### config.mk
export PLATFORM = sky130hd
export DESIGN_NAME = uart_isr_dma_flags
export DESIGN_NICKNAME = d
export VERILOG_FILES = /design/src/rtl/uart_isr_pkg.sv /design/src/rtl/uart_isr_dma_flags.sv
export SDC_FILE = /design/constraint.sdc
export NUM_CORES = 1
export LEC_CHECK = 0
export ABC_AREA = 1
export BUFFER_PORTS_ARGS = -buffer_cell sky130_fd_sc_hd__buf_4
export CORE_MARGIN = 2
export CORE_UTILIZATION = 57
export CTS_BUF_LIST = sky130_fd_sc_hd__clkbuf_4
export CTS_CLUSTER_SIZE = 30
export DETAILED_ROUTE_END_ITERATION = 7
export GPL_TIMING_DRIVEN = 0
export PLACE_DENSITY = 0.82
export SLEW_MARGIN = 20
export SYNTH_ARGS = -nofsm -noshare
export SYNTH_HDL_FRONTEND = slang
export SYNTH_SLANG_ARGS = --single-unit
### constraint.sdc
create_clock -name MCLK_I -period 2.7 [get_ports MCLK_I]
set_clock_uncertainty 0.15 [all_clocks]
set_input_delay 0.405 -clock MCLK_I [delete_from_list [all_inputs] [get_ports MCLK_I]]
set_output_delay 0.405 -clock MCLK_I [all_outputs]
set_load 0.005 [all_outputs]
### src/rtl/uart_isr_pkg.sv
// Notes on behaviour
// - DMA overflow indicator is overflow enable AND DMA overflow flag.
// - DMA timeout indicator is timeout enable AND DMA timeout flag.
// - DMA CTS-change indicator is modem enable AND DMA CTS flag.
// - DMA line status indicator is line enable AND DMA line flag.
// - DMA overflow flag sets when TX or RX overflow flag sets.
// - DMA overflow flag clears only once both overflow flags clear.
// - DMA timeout flag sets when RX holds data, idle, counter hits compare.
// - DMA timeout flag is read-only, cleared by buffer read while RX active.
// - DMA CTS flag sets when the CTS change flag becomes one.
// - DMA CTS flag clears when software writes one to CTS change flag.
// - DMA line flag sets when break, framing or parity flag is set.
// - In RS-485 mode an address byte also sets the DMA line flag.
// - DMA line flag clears only when break, framing, parity, address all clear.
// - LIN break indicator is LIN break enable AND LIN break flag.
// - Status register at 0x1C, resets to 0x0000_0002.
// - Non-DMA overflow indicator is overflow enable AND overflow flag.
// - RX overflow sets when a byte arrives into a full 64-byte FIFO.
package uart_isr_pkg;
   // ----------------------------------------------------------------
   // Register offsets
   // ----------------------------------------------------------------
   localparam logic [7:0] OFS_RECEIVE_BUF = 8'h00;
   localparam logic [7:0] OFS_ENABLE = 8'h04;
   localparam logic [7:0] OFS_MODEM = 8'h10;
   localparam logic [7:0] OFS_LINE = 8'h18;
   localparam logic [7:0] OFS_ISR = 8'h1c;
   localparam logic [7:0] OFS_TIMEOUT = 8'h20;
   localparam logic [7:0] OFS_CTRL = 8'h24;
   localparam logic [7:0] OFS_EVT_STATUS = 8'h28;
   localparam logic [7:0] OFS_EVT_MASK = 8'h2c;
   // ----------------------------------------------------------------
   // Field positions
   // ----------------------------------------------------------------
   localparam int EN_RDA = 0;
   localparam int EN_THRE = 1;
   localparam int EN_LINE = 2;
   localparam int EN_CTS = 3;
   localparam int EN_TOUT = 4;
   localparam int EN_OVF = 5;
   localparam int EN_LIN = 8;
   localparam int LN_RX_OVF = 0;
   localparam int LN_ADDR = 3;
   localparam int LN_PARITY = 4;
   localparam int LN_FRAME = 5;
   localparam int LN_BREAK = 6;
   localparam int LN_TX_OVF = 24;
   localparam int MD_CTS_CHG = 0;
   localparam int MD_CTS_LVL = 4;
   localparam int CT_DMA = 0;
   localparam int CT_RS485 = 1;
   localparam int CT_RX_EN = 2;
   localparam int IS_LIN_FLAG = 7;
   localparam int IS_DMA_IND = 26;
   localparam int IS_DMA_FLAG = 18;
   localparam int NUM_EVT = 5;
   // ----------------------------------------------------------------
   // Reset values and sizes
   // ----------------------------------------------------------------
   localparam logic [31:0] ISR_RESET = 32'h0000_0002;
   localparam logic [8:0] ENABLE_RESET = 9'h000;
   localparam logic [7:0] TOUT_CMP_RESET = 8'h00;
   localparam logic [2:0] CTRL_RESET = 3'h4;
   localparam logic [6:0] RX_FIFO_DEPTH = 7'h40;
   localparam logic [1:0] RESP_OKAY = 2'h0;
   localparam logic [1:0] RESP_SLVERR = 2'h2;
endpackage

### src/rtl/uart_isr_dma_flags.sv
// Design decision made here: the AXI4-Lite slave port.
`timescale 1ns/1ps
`default_nettype none
module uart_isr_dma_flags
   import uart_isr_pkg::*;
(
   input wire logic MCLK_I,
   input wire logic RST_N_I,
   // AXI4-Lite slave
   input wire logic [7:0] S_AXI_AWADDR_I,
   input wire logic S_AXI_AWVALID_I,
   output logic S_AXI_AWREADY_O,
   input wire logic [31:0] S_AXI_WDATA_I,
   input wire logic [3:0] S_AXI_WSTRB_I,
   input wire logic S_AXI_WVALID_I,
   output logic S_AXI_WREADY_O,
   output logic [1:0] S_AXI_BRESP_O,
   output logic S_AXI_BVALID_O,
   input wire logic S_AXI_BREADY_I,
   input wire logic [7:0] S_AXI_ARADDR_I,
   input wire logic S_AXI_ARVALID_I,
   output logic S_AXI_ARREADY_O,
   output logic [31:0] S_AXI_RDATA_O,
   output logic [1:0] S_AXI_RRESP_O,
   output logic S_AXI_RVALID_O,
   input wire logic S_AXI_RREADY_I,
   // UART datapath side
   input wire logic RX_PUSH_I,
   input wire logic [8:0] RX_DATA_I,
   input wire logic TX_OVERFLOW_I,
   input wire logic TX_EMPTY_I,
   input wire logic BREAK_DET_I,
   input wire logic FRAME_ERR_I,
   input wire logic PARITY_ERR_I,
   input wire logic CTS_I,
   input wire logic LIN_BREAK_I,
   output logic RX_POP_O,
   output logic IRQ_O
);
   // ----------------------------------------------------------------
   // Declarations
   // ----------------------------------------------------------------
   logic aw_held_reg, w_held_reg;
   logic [7:0] waddr_reg;
   logic [31:0] wdata_reg;
   logic [3:0] wstrb_reg;
   logic [31:0] wmask;
   logic wr_go, rd_go, wr_hit, rd_hit;
   logic [31:0] rd_value;
   logic [8:0] enable_reg;
   logic [7:0] tout_cmp_reg;
   logic [2:0] ctrl_reg;
   logic [NUM_EVT-1:0] evt_mask_reg, evt_status_reg, evt_now;
   logic [NUM_EVT-1:0] evt_prev_reg;
   logic rx_over_reg, tx_over_reg, addr_flag_reg;
   logic parity_reg, frame_reg, break_reg;
   logic cts_prev_reg, cts_chg_reg, lin_flag_reg;
   logic tout_flag_reg, thre_reg;
   logic [6:0] rx_count_reg;
   logic [7:0] idle_cnt_reg;
   logic rx_pop, rx_nonempty, overflow_any, line_any;
   logic [7:0] flags;
   logic [7:0] inds;
   logic [3:0] dma_flags, dma_inds;
   logic [31:0] isr_value;
   logic w1c_line, w1c_modem, w1c_isr;

   // ----------------------------------------------------------------
   // Write channel: address and data taken in either order
   // ----------------------------------------------------------------
   always_ff @(posedge MCLK_I or negedge RST_N_I) begin
      if (!RST_N_I) begin
         aw_held_reg <= 1'b0;
         waddr_reg <= 8'h00;
      end else if (S_AXI_AWVALID_I && S_AXI_AWREADY_O) begin
         aw_held_reg <= 1'b1;
         waddr_reg <= S_AXI_AWADDR_I;
      end else if (wr_go) begin
         aw_held_reg <= 1'b0;
      end
   end

   always_ff @(posedge MCLK_I or negedge RST_N_I) begin
      if (!RST_N_I) begin
         w_held_reg <= 1'b0;
         wdata_reg <= 32'h0000_0000;
         wstrb_reg <= 4'h0;
      end else if (S_AXI_WVALID_I && S_AXI_WREADY_O) begin
         w_held_reg <= 1'b1;
         wdata_reg <= S_AXI_WDATA_I;
         wstrb_reg <= S_AXI_WSTRB_I;
      end else if (wr_go) begin
         w_held_reg <= 1'b0;
      end
   end

   // Ready drops once a beat is held, so a second write waits
   always_ff @(posedge MCLK_I or negedge RST_N_I) begin
      if (!RST_N_I) begin
         S_AXI_AWREADY_O <= 1'b0;
         S_AXI_WREADY_O <= 1'b0;
      end else begin
         S_AXI_AWREADY_O <= !aw_held_reg && !S_AXI_AWREADY_O
            && !S_AXI_BVALID_O;
         S_AXI_WREADY_O <= !w_held_reg && !S_AXI_WREADY_O
            && !S_AXI_BVALID_O;
      end
   end

   assign wr_go = aw_held_reg && w_held_reg && !S_AXI_BVALID_O;
   assign wmask = {{8{wstrb_reg[3]}}, {8{wstrb_reg[2]}},
                   {8{wstrb_reg[1]}}, {8{wstrb_reg[0]}}};

   // Write address decode; unmapped gets SLVERR
   always_comb begin
      unique case (waddr_reg)
         OFS_RECEIVE_BUF, OFS_ENABLE, OFS_MODEM, OFS_LINE, OFS_ISR,
         OFS_TIMEOUT, OFS_CTRL, OFS_EVT_STATUS, OFS_EVT_MASK:
            wr_hit = 1'b1;
         default:
            wr_hit = 1'b0;
      endcase
   end

   always_ff @(posedge MCLK_I or negedge RST_N_I) begin
      if (!RST_N_I) begin
         S_AXI_BVALID_O <= 1'b0;
         S_AXI_BRESP_O <= RESP_OKAY;
      end else if (wr_go) begin
         S_AXI_BVALID_O <= 1'b1;
         S_AXI_BRESP_O <= wr_hit ? RESP_OKAY : RESP_SLVERR;
      end else if (S_AXI_BREADY_I) begin
         S_AXI_BVALID_O <= 1'b0;
      end
   end

   // Write-one-to-clear strobes, masked by byte lanes
   assign w1c_line = wr_go && (waddr_reg == OFS_LINE);
   assign w1c_modem = wr_go && (waddr_reg == OFS_MODEM);
   assign w1c_isr = wr_go && (waddr_reg == OFS_ISR);

   // ----------------------------------------------------------------
   // Software-written control registers
   // ----------------------------------------------------------------
   always_ff @(posedge MCLK_I or negedge RST_N_I) begin
      if (!RST_N_I) begin
         enable_reg <= ENABLE_RESET;
         tout_cmp_reg <= TOUT_CMP_RESET;
         ctrl_reg <= CTRL_RESET;
         evt_mask_reg <= '0;
      end else if (wr_go) begin
         if (waddr_reg == OFS_ENABLE) begin
            enable_reg <= (enable_reg & ~wmask[8:0])
               | (wdata_reg[8:0] & wmask[8:0]);
         end
         if (waddr_reg == OFS_TIMEOUT && wstrb_reg[0]) begin
            tout_cmp_reg <= wdata_reg[7:0];
         end
         if (waddr_reg == OFS_CTRL && wstrb_reg[0]) begin
            ctrl_reg <= wdata_reg[2:0];
         end
         if (waddr_reg == OFS_EVT_MASK && wstrb_reg[0]) begin
            evt_mask_reg <= wdata_reg[NUM_EVT-1:0];
         end
      end
   end

   // ----------------------------------------------------------------
   // Read channel: one cycle from address to data
   // ----------------------------------------------------------------
   assign rd_go = S_AXI_ARVALID_I && S_AXI_ARREADY_O;

   always_ff @(posedge MCLK_I or negedge RST_N_I) begin
      if (!RST_N_I) begin
         S_AXI_ARREADY_O <= 1'b0;
      end else begin
         S_AXI_ARREADY_O <= !S_AXI_ARREADY_O && !S_AXI_RVALID_O
            && !rd_go;
      end
   end

   // Read mux; reserved bits and unmapped offsets return zero
   always_comb begin
      rd_hit = 1'b1;
      rd_value = 32'h0000_0000;
      unique case (S_AXI_ARADDR_I)
         OFS_RECEIVE_BUF: rd_value[8:0] = RX_DATA_I;
         OFS_ENABLE: rd_value[8:0] = enable_reg;
         OFS_MODEM: begin
            rd_value[MD_CTS_CHG] = cts_chg_reg;
            rd_value[MD_CTS_LVL] = cts_prev_reg;
         end
         OFS_LINE: begin
            rd_value[LN_RX_OVF] = rx_over_reg;
            rd_value[LN_ADDR] = addr_flag_reg;
            rd_value[LN_PARITY] = parity_reg;
            rd_value[LN_FRAME] = frame_reg;
            rd_value[LN_BREAK] = break_reg;
            rd_value[LN_TX_OVF] = tx_over_reg;
         end
         OFS_ISR: rd_value = isr_value;
         OFS_TIMEOUT: rd_value[7:0] = tout_cmp_reg;
         OFS_CTRL: rd_value[2:0] = ctrl_reg;
         OFS_EVT_STATUS: rd_value[NUM_EVT-1:0] = evt_status_reg;
         OFS_EVT_MASK: rd_value[NUM_EVT-1:0] = evt_mask_reg;
         default: rd_hit = 1'b0;
      endcase
   end

   always_ff @(posedge MCLK_I or negedge RST_N_I) begin
      if (!RST_N_I) begin
         S_AXI_RVALID_O <= 1'b0;
         S_AXI_RDATA_O <= 32'h0000_0000;
         S_AXI_RRESP_O <= RESP_OKAY;
      end else if (rd_go) begin
         S_AXI_RVALID_O <= 1'b1;
         S_AXI_RDATA_O <= rd_value;
         S_AXI_RRESP_O <= rd_hit ? RESP_OKAY : RESP_SLVERR;
      end else if (S_AXI_RREADY_I) begin
         S_AXI_RVALID_O <= 1'b0;
      end
   end

   // ----------------------------------------------------------------
   // Receive FIFO occupancy and idle timeout
   // ----------------------------------------------------------------
   // A buffer read pops one byte; empty reads pop nothing
   assign rx_pop = rd_go && (S_AXI_ARADDR_I == OFS_RECEIVE_BUF)
      && rx_nonempty;
   assign rx_nonempty = (rx_count_reg != 7'h00);

   always_ff @(posedge MCLK_I or negedge RST_N_I) begin
      if (!RST_N_I) begin
         RX_POP_O <= 1'b0;
      end else begin
         RX_POP_O <= rx_pop;
      end
   end

   // A push into a full FIFO is lost and counts as overflow
   always_ff @(posedge MCLK_I or negedge RST_N_I) begin
      if (!RST_N_I) begin
         rx_count_reg <= 7'h00;
      end else if (RX_PUSH_I && !rx_pop
                   && rx_count_reg != RX_FIFO_DEPTH) begin
         rx_count_reg <= rx_count_reg + 7'h01;
      end else if (rx_pop && !RX_PUSH_I) begin
         rx_count_reg <= rx_count_reg - 7'h01;
      end
   end

   // Idle counter restarts on any FIFO activity
   always_ff @(posedge MCLK_I or negedge RST_N_I) begin
      if (!RST_N_I) begin
         idle_cnt_reg <= 8'h00;
      end else if (RX_PUSH_I || rx_pop || !rx_nonempty) begin
         idle_cnt_reg <= 8'h00;
      end else if (idle_cnt_reg != tout_cmp_reg) begin
         idle_cnt_reg <= idle_cnt_reg + 8'h01;
      end
   end

   // Timeout flag: a clearing read of a non-empty FIFO pops, which blocks the set, so the read wins
   always_ff @(posedge MCLK_I or negedge RST_N_I) begin
      if (!RST_N_I) begin
         tout_flag_reg <= 1'b0;
      end else if (rx_nonempty && !RX_PUSH_I && !rx_pop
                   && idle_cnt_reg == tout_cmp_reg) begin
         tout_flag_reg <= 1'b1;
      end else if (rd_go && S_AXI_ARADDR_I == OFS_RECEIVE_BUF
                   && ctrl_reg[CT_RX_EN]) begin
         tout_flag_reg <= 1'b0;
      end
   end

   // ----------------------------------------------------------------
   // Line status flags, write one to clear, set wins
   // ----------------------------------------------------------------
   always_ff @(posedge MCLK_I or negedge RST_N_I) begin
      if (!RST_N_I) begin
         rx_over_reg <= 1'b0;
         tx_over_reg <= 1'b0;
      end else begin
         if (RX_PUSH_I && !rx_pop && rx_count_reg == RX_FIFO_DEPTH) begin
            rx_over_reg <= 1'b1;
         end else if (w1c_line && wmask[LN_RX_OVF]
                      && wdata_reg[LN_RX_OVF]) begin
            rx_over_reg <= 1'b0;
         end
         if (TX_OVERFLOW_I) begin
            tx_over_reg <= 1'b1;
         end else if (w1c_line && wmask[LN_TX_OVF]
                      && wdata_reg[LN_TX_OVF]) begin
            tx_over_reg <= 1'b0;
         end
      end
   end

   // Error flags from the receiver; address flag only in RS-485 mode
   always_ff @(posedge MCLK_I or negedge RST_N_I) begin
      if (!RST_N_I) begin
         parity_reg <= 1'b0;
         frame_reg <= 1'b0;
         break_reg <= 1'b0;
         addr_flag_reg <= 1'b0;
      end else begin
         parity_reg <= PARITY_ERR_I || (parity_reg && !(w1c_line
            && wmask[LN_PARITY] && wdata_reg[LN_PARITY]));
         frame_reg <= FRAME_ERR_I || (frame_reg && !(w1c_line
            && wmask[LN_FRAME] && wdata_reg[LN_FRAME]));
         break_reg <= BREAK_DET_I || (break_reg && !(w1c_line
            && wmask[LN_BREAK] && wdata_reg[LN_BREAK]));
         addr_flag_reg <= (RX_PUSH_I && RX_DATA_I[8]
            && ctrl_reg[CT_RS485])
            || (addr_flag_reg && !(w1c_line && wmask[LN_ADDR]
            && wdata_reg[LN_ADDR]));
      end
   end

   // ----------------------------------------------------------------
   // CTS change, LIN break and transmit empty
   // ----------------------------------------------------------------
   always_ff @(posedge MCLK_I or negedge RST_N_I) begin
      if (!RST_N_I) begin
         cts_prev_reg <= 1'b0;
         cts_chg_reg <= 1'b0;
         lin_flag_reg <= 1'b0;
         thre_reg <= 1'b1;
      end else begin
         cts_prev_reg <= CTS_I;
         // Clearing the change flag also clears the DMA copy
         cts_chg_reg <= (CTS_I != cts_prev_reg)
            || (cts_chg_reg && !(w1c_modem && wmask[MD_CTS_CHG]
            && wdata_reg[MD_CTS_CHG]));
         lin_flag_reg <= LIN_BREAK_I || (lin_flag_reg && !(w1c_isr
            && wmask[IS_LIN_FLAG] && wdata_reg[IS_LIN_FLAG]));
         thre_reg <= TX_EMPTY_I;
      end
   end

   // ----------------------------------------------------------------
   // Status register image
   // ----------------------------------------------------------------
   // Flags are levels over their sources, so they fall exactly
   // when every source has been cleared
   assign overflow_any = rx_over_reg || tx_over_reg;
   assign line_any = break_reg || frame_reg || parity_reg
      || addr_flag_reg;

   // DMA mode routes events to the upper flags instead of the lower
   assign dma_flags = ctrl_reg[CT_DMA] ?
      {overflow_any, tout_flag_reg, cts_chg_reg, line_any} : 4'h0;
   assign dma_inds = dma_flags & {enable_reg[EN_OVF],
      enable_reg[EN_TOUT],
      enable_reg[EN_CTS],
      enable_reg[EN_LINE]};

   assign flags = {lin_flag_reg, 1'b0,
      ctrl_reg[CT_DMA] ? 4'h0 : {overflow_any, tout_flag_reg,
      cts_chg_reg, line_any}, thre_reg, rx_nonempty};
   assign inds = flags & {enable_reg[EN_LIN], 1'b0,
      enable_reg[EN_OVF],
      enable_reg[EN_TOUT], enable_reg[EN_CTS], enable_reg[EN_LINE],
      enable_reg[EN_THRE], enable_reg[EN_RDA]};

   // Read-only and reserved bits are not stored, so writes miss them
   always_comb begin
      isr_value = 32'h0000_0000;
      isr_value[7:0] = flags;
      isr_value[15:8] = inds;
      isr_value[IS_DMA_FLAG +: 4] = dma_flags;
      isr_value[IS_DMA_IND +: 4] = dma_inds;
   end

   // ----------------------------------------------------------------
   // Interrupt: sticky event bits, cleared by reading them
   // ----------------------------------------------------------------
   assign evt_now = {inds[7], dma_inds[3] || inds[5],
      dma_inds[2] || inds[4], dma_inds[1] || inds[3],
      dma_inds[0] || inds[2]};

   // Rising indicators set bits; a new event beats the read clear
   always_ff @(posedge MCLK_I or negedge RST_N_I) begin
      if (!RST_N_I) begin
         evt_prev_reg <= '0;
         evt_status_reg <= '0;
      end else begin
         evt_prev_reg <= evt_now;
         if (rd_go && S_AXI_ARADDR_I == OFS_EVT_STATUS) begin
            evt_status_reg <= evt_now & ~evt_prev_reg;
         end else begin
            evt_status_reg <= evt_status_reg | (evt_now & ~evt_prev_reg);
         end
      end
   end

   always_ff @(posedge MCLK_I or negedge RST_N_I) begin
      if (!RST_N_I) begin
         IRQ_O <= 1'b0;
      end else begin
         IRQ_O <= |(evt_status_reg & evt_mask_reg);
      end
   end
endmodule
`default_nettype wire

==> reports/results.ini, run 1 <==
[place]
dpl_cell_area_um2=6798
portBuffers=85
dp_hpwl_um=10820
place_congestion=0.8960

[finish]
multiInputGateArea_um2=2641
fin_nets=929
n_antenna_cell=0
stdcell_area_um2=7453
area_growth_pct=25.23
drive_gt1_frac=0.2331
nFillCells=779
largest_reg_flops=24
seq_area_um2=2930

[timing]
setup_viol=0
fmax_mhz=397.7
slew_headroom=0.3940
drv_slew=0
finalHoldViolations=0
tightest_slew_ns=0.9090
fin_crit_ns=2.515
min_period_over_period=0.9314

[floorplan]
core_area_um2=10230
die_h_um=106.2
die-area_um2=11280
rows=37
die_x_um=106.2
initial_utilization=0.5818
ios=119

[logic_synthesis]
synth_top_area_share=0.4835
synth_top_family_by_area=simple AND/OR/NAND/NOR gates
synth_flop_cell=dfrtp_1
synth-compound-area-share=0.09628
yosys_warnings=0
synth_area_um2=5952
synth_area_leader_cell=dfrtp_1
syn_avg_cell_area_um2=8.539
synth-simple-area-share=0.2716
synthCells=697
synth_seq_cells=117
synth_adder_area_share=0.01808
ys_seq_area_frac=0.4923
yosys-top-cells-area=dfrtp_1, nand2_1, inv_1
synthMuxAreaShare=0.01703
synth-edff-count=0
ys_types=48
synth-async-reset-ratio=1.000
synth_xor_area_frac=0.02649

[critical_path]
end_kind=register
crit_type=register to register
cp.required_ns=2.99
path_cells=inv_1, nand2_1, nor2_2, nand2_2, nand3_4, nand3_4, ha_1, nand2_1, nand2_1, nand2_1, nand3_1, inv_1, nand3_1, nand3_1, nand2_1
start_kind=register
worstPathArrival_ns=2.81
critical_path.most_common_cell=nand2_1
cp_max_fo=6
crit_slowest_cell=dfrtp_1
max_stage_delay_ns=0.43
r2r-end=rx_count_reg[6]
r2r-start=rx_count_reg[1]
rr_worst_depth=15
worstPathBufferInverterCount=2
r2r_setup_slack_ns=0.19
cp_top_family=simple AND/OR/NAND/NOR gates

[global_routing]
grt.total_usage=0.2906
grt_pass1_wl_um=25180
grt_max_degree=118
overflow=0
antenna_found_initial=0
grt_pass1_vias=5225

[power_and_ir_drop]
power_leakage_nw=3.936
p_total_mw=5.362
p_per_area_nw_per_um2=719.5
worst_ir_drop_vdd_mv=0.5450

[min_path]
hold_end=rx_over_reg
hp-class=primary input to register
whs_path_depth=3
hold_start=RX_PUSH_I

[clocking]
numCtsBuffers=17
max-clock-path-buffers=2
cts_root_buf=clkbuf_4
h-tree-depth=4
clk_pin_slew_ns=0.11
cts_tree=built
clkSinkCount=117
worstSkewPairLatency_ns=0.55

[drt]
wirelength_um=15410
drc=0
drtIter0Drc=366
dr.pass1.iters=6
viasPerCell=5.323
antenna_left=0
routedWlPerCell_um=15.50
num_vias=5291

[job]
drv_cap=0

[outcome]
outcome=complete, no violations

cell usage after synthesis, types with 2 or more instances:
| cell type | n |
|---|---|
| nand3_2 | 2 |
| buf_6 | 3 |
| o22ai_1 | 2 |
| nor2_8 | 2 |
| xor2_1 | 14 |
| o211ai_1 | 3 |
| o21ai_0 | 31 |
| nor2_4 | 3 |
| ha_1 | 7 |
| nand2_4 | 2 |
| o21bai_1 | 4 |
| nand3_1 | 50 |
| a21oi_1 | 18 |
| o21ai_2 | 12 |
| o31ai_1 | 7 |
| buf_4 | 11 |
| nand4_1 | 5 |
| nand3_4 | 3 |
| nor2_2 | 5 |
| mux2_2 | 9 |
| nand2_8 | 2 |
| nor2_1 | 65 |
| inv_2 | 4 |
| buf_1 | 2 |
| o21ai_1 | 13 |
| dfstp_2 | 2 |
| buf_2 | 2 |
| inv_1 | 74 |
| dfrtp_1 | 115 |
| nor3_4 | 2 |
| o32ai_1 | 2 |
| clkbuf_1 | 5 |
| nor3_1 | 7 |
| nand2_1 | 183 |
| xnor2_1 | 4 |
| nand2_2 | 10 |
worst min-delay path, cell delays in order:
cell	delay, ns
buf_4	0.15
inv_1	0.11
o31ai_1	0.08
metal layers:
layer	track usage	part of all wire	vias up
met2	0.4886	0.49	195
met1	0.3714	0.43	2534
li1	-	-	2531
met4	0.1043	0.020	0
met5	0	0	-
met3	0.06376	0.064	31
per-stage QoR:
stage / utilization / setup TNS (ns) / setup slack [ns] / cells / hold slack, ns
after floorplan: - / 0 / 0.4241 / 706 / -0.04059
after CTS: 0.7229 / 0 / 0.1530 / 992 / 0.07549
after detailed placement: 0.6644 / 0 / 0.03798 / 927 / 0.2827
after global placement: 0.6641 / 0 / 0.08860 / 927 / 0.2633
final: 0.7285 / 0 / 0.1853 / 994 / 0.08906
after global routing: 0.7285 / -0.004893 / -0.004893 / 994 / 0.09416
logic make-up (layout without fill, tap and decap cells):
| family | after synthesis | in the layout |
|---|---|---|
| and+or+nand+nor | 345 | 346 |
| DFF | 117 | 117 |
| buffers and inverters | 104 | 255 |
| AOI/OAI and AO/OA | 95 | 95 |
| xor gates and xnor gates | 18 | 18 |
| muxes | 9 | 9 |
| adders and majority gates | 8 | 8 |
| other | 1 | 10 |
final cells by class:
class / count / area share
inverter: 80 / 0.04079
tap: 136 / 0.02283
clock buffer: 17 / 0.01712
multi-input combinational: 486 / 0.3544
timing repair buffer: 119 / 0.1318
clock inverter: 15 / 0.01880
sequential: 117 / 0.3932
buffer: 24 / 0.02115
power by group:
group / total, mW / switching, mW / internal (mW)
Sequential: 2.38 / 0.274 / 2.10
Clock: 1.24 / 0.706 / 0.534
Combinational: 1.74 / 1.04 / 0.700
worst max path at each step:
stage | start | end | slack, ns | cells after the start
floorplan | rx_count_reg[0] | rx_count_reg[5] | 0.42 | 13
global placement | S_AXI_ARVALID_I | rx_count_reg[5] | 0.09 | 12
detailed placement | S_AXI_ARADDR_I[1] | rx_count_reg[6] | 0.04 | 16
CTS | rx_count_reg[1] | rx_count_reg[5] | 0.15 | 13
global route | rx_count_reg[1] | rx_count_reg[6] | -0.005 | 15
finish | rx_count_reg[1] | rx_count_reg[6] | 0.19 | 15
placed cells by master (no fill, tap or decap), types with 3 or more instances in the layout:
master / n
clkbuf_4: 17
o31ai_1: 7
o21ai_0: 31
nand4_1: 5
nand3_2: 3
nor2_4: 3
nor3_1: 7
buf_4: 96
clkinv_2: 6
conb_1: 10
a21oi_1: 18
clkinvlp_4: 4
nand3_1: 50
dfrtp_1: 115
xnor2_1: 4
nand2_2: 10
o21ai_2: 12
nor2_2: 5
buf_6: 3
ha_4: 3
inv_1: 74
o211ai_1: 3
inv_2: 4
ha_1: 4
o21ai_1: 13
dlygate4sd3_1: 33
nand2_1: 183
clkbuf_1: 5
nand3_4: 3
xor2_1: 14
nor2_1: 65
mux2_2: 9
o21bai_1: 4
repair_timing:
item	in CTS	in global routing
buffers inserted	0	1
setup endpoints to repair	0	2
endpoints found under the hold margin	147	0
hold buffers	33	0
resized for setup	0	4
Note: power is estimated with default switching activity, not from simulation.
==> run 2: changes to the inputs <==
--- a/config.mk
+++ b/config.mk
@@ -8,12 +8,12 @@
 export ABC_AREA = 1
 export BUFFER_PORTS_ARGS = -buffer_cell sky130_fd_sc_hd__buf_4
 export CORE_MARGIN = 2
-export CORE_UTILIZATION = 57
+export CORE_UTILIZATION = 52
 export CTS_BUF_LIST = sky130_fd_sc_hd__clkbuf_4
 export CTS_CLUSTER_SIZE = 30
 export DETAILED_ROUTE_END_ITERATION = 7
 export GPL_TIMING_DRIVEN = 0
-export PLACE_DENSITY = 0.82
+export PLACE_DENSITY = 0.79
 export SLEW_MARGIN = 20
 export SYNTH_ARGS = -nofsm -noshare
 export SYNTH_HDL_FRONTEND = slang
==> constraint.sdc (replaced) <==
create_clock -name MCLK_I -period 2.1 [get_ports MCLK_I]
set_clock_uncertainty 0.15 [all_clocks]
set_input_delay 0.315 -clock MCLK_I [delete_from_list [all_inputs] [get_ports MCLK_I]]
set_output_delay 0.315 -clock MCLK_I [all_outputs]
set_load 0.005 [all_outputs]
==> run 2 against run 1 <==
Effect of this change:
- the flow now finishes with violations (setup timing)
- maximum frequency increased by 2.5%
- global-route usage decreased by 0.53 points
- power increased by 49%
- critical endpoint unchanged
==> reports/results.ini, run 2 (synthesis gave the netlist of run 1 again) <==
[outcome]
outcome=complete, but fails checks
violations=setup timing

[min_path]
hold_start=RX_DATA_I[1]
hp-class=primary input to register

[global_routing]
grt_pass1_vias=5463
grt_max_degree=64
grt.total_usage=0.2853
overflow=0
antenna_found_initial=0
grt_pass1_wl_um=27260

[finish]
area_growth_pct=35.30
fin_nets=974
drive_gt1_frac=0.2997
stdcell_area_um2=8053
n_antenna_cell=0
most-common-layout-cells=nand2_1, buf_4, dfrtp_1, inv_1, nor2_1
final_common_cell=nand2_1
largest_reg_flops=24

[clocking]
h-tree-depth=4
max-clock-path-buffers=2
numCtsBuffers=17
cts_root_buf=clkbuf_4
clkSinkCount=117
worstSkewPairLatency_ns=0.56
clk_pin_slew_ns=0.13
cts_tree=built

[floorplan]
rows=39
ios=119
initial_utilization=0.5280
core_area_um2=11270
die_h_um=111.0
die_x_um=111.0
die-area_um2=12320

[critical_path]
worstPathArrival_ns=2.79
r2r-start=rx_count_reg[5]
cp.required_ns=2.44
cp-startpoint=rx_count_reg[5]
start_kind=register
cp_max_fo=5
end_kind=register
crit_type=register to register

[drt]
wirelength_um=17650
num_vias=5491
antenna_left=0
viasPerCell=5.260
drc=0
routedWlPerCell_um=16.91
drtIter0Drc=299
dr.pass1.iters=5

[place]
place_congestion=0.9083
portBuffers=85
dpl_cell_area_um2=6859
pre_cts_slack_ns=-0.5523
dp_hpwl_um=11470

[timing]
slew_headroom=0.6422
drv_slew=0
fmax_mhz=407.8
fin_setup_tns_ns=-1.304
rsz0062_at_grt=true
finalHoldViolations=0
setup_viol=5
hold_slack_ns=0.03976
fin_crit_ns=2.452
setup_ws_ns=-0.3522
min_period_over_period=1.168
tightest_slew_ns=0.5367

[power_and_ir_drop]
p_per_area_nw_per_um2=990.4
worst_ir_drop_vdd_mv=0.8941
power_leakage_nw=4.199

[job]
drv_cap=0

[run 2: path summary, 6_finish.rpt]
kind / slack, ns / depth (start not counted) / to
setup reg to reg: -0.35 / 15 / rx_count_reg[6]
hold / removal: 0.04 / 7 / S_AXI_RDATA_O[1]
max in group asynchronous: 0.93 / 3 / ctrl_reg[2]
setup / recovery: -0.35 / 15 / rx_count_reg[6]
min in group asynchronous: 0.11 / 2 / S_AXI_ARREADY_O
hold reg to reg: 0.28 / 1 / evt_status_reg[1]
[run 2: timing repair]
item,in CTS,in global routing
endpoints found under the hold margin,93,0
setup buffers,36,5
hold buffers,39,0
gates cloned,1,0
gates resized for setup,30,20
pin swaps,28,22
endpoints found under the setup margin,6,6
[run 2: metrics by stage]
step	power (mW)	utilization	cells
2_1_floorplan	4.521	-	706
3_3_place_gp	5.120	0.6057	934
3_5_place_dp	5.247	0.6085	935
4_1_cts	7.517	0.7044	1040
5_1_grt	8.366	0.7144	1044
6_report	7.975	0.7144	1044
[run 2: power breakdown]
group	leakage, nW	internal, mW	switching (mW)
Combinational	2.59	1.43	1.80
Sequential	1.46	2.71	0.362
Clock	0.149	0.824	0.851
[run 2: worst max-delay path, stage by stage (launching register included)]
cell,delay [ns]
dfrtp_1,0.43
inv_1,0.13
nand2_4,0.08
nor2_4,0.10
nand2_2,0.08
nand3_4,0.10
nand3_4,0.18
ha_4,0.37
nand2_2,0.09
nor2_4,0.11
nand2_2,0.11
nand3_4,0.12
inv_2,0.05
nand2_1,0.09
nand3_1,0.11
nand2_1,0.07
[run 2: layout make-up]
type	count	area (µm²)
Fill cell	808	3219
Sequential cell	117	2932
Multi-Input combinational cell	486	2818
Timing Repair Buffer	164	1380
Inverter	80	307.8
Tap cell	143	178.9
Buffer	24	157.7
Clock buffer	19	142.6
Clock inverter	11	136.4
[run 2: metal layers]
metal	part of all wire	global-route usage	wire (µm)
met5	0	0	0
met4	0.029	0.1217	511
met3	0.058	0.07326	1029
met1	0.40	0.3479	7104
met2	0.51	0.4818	9008
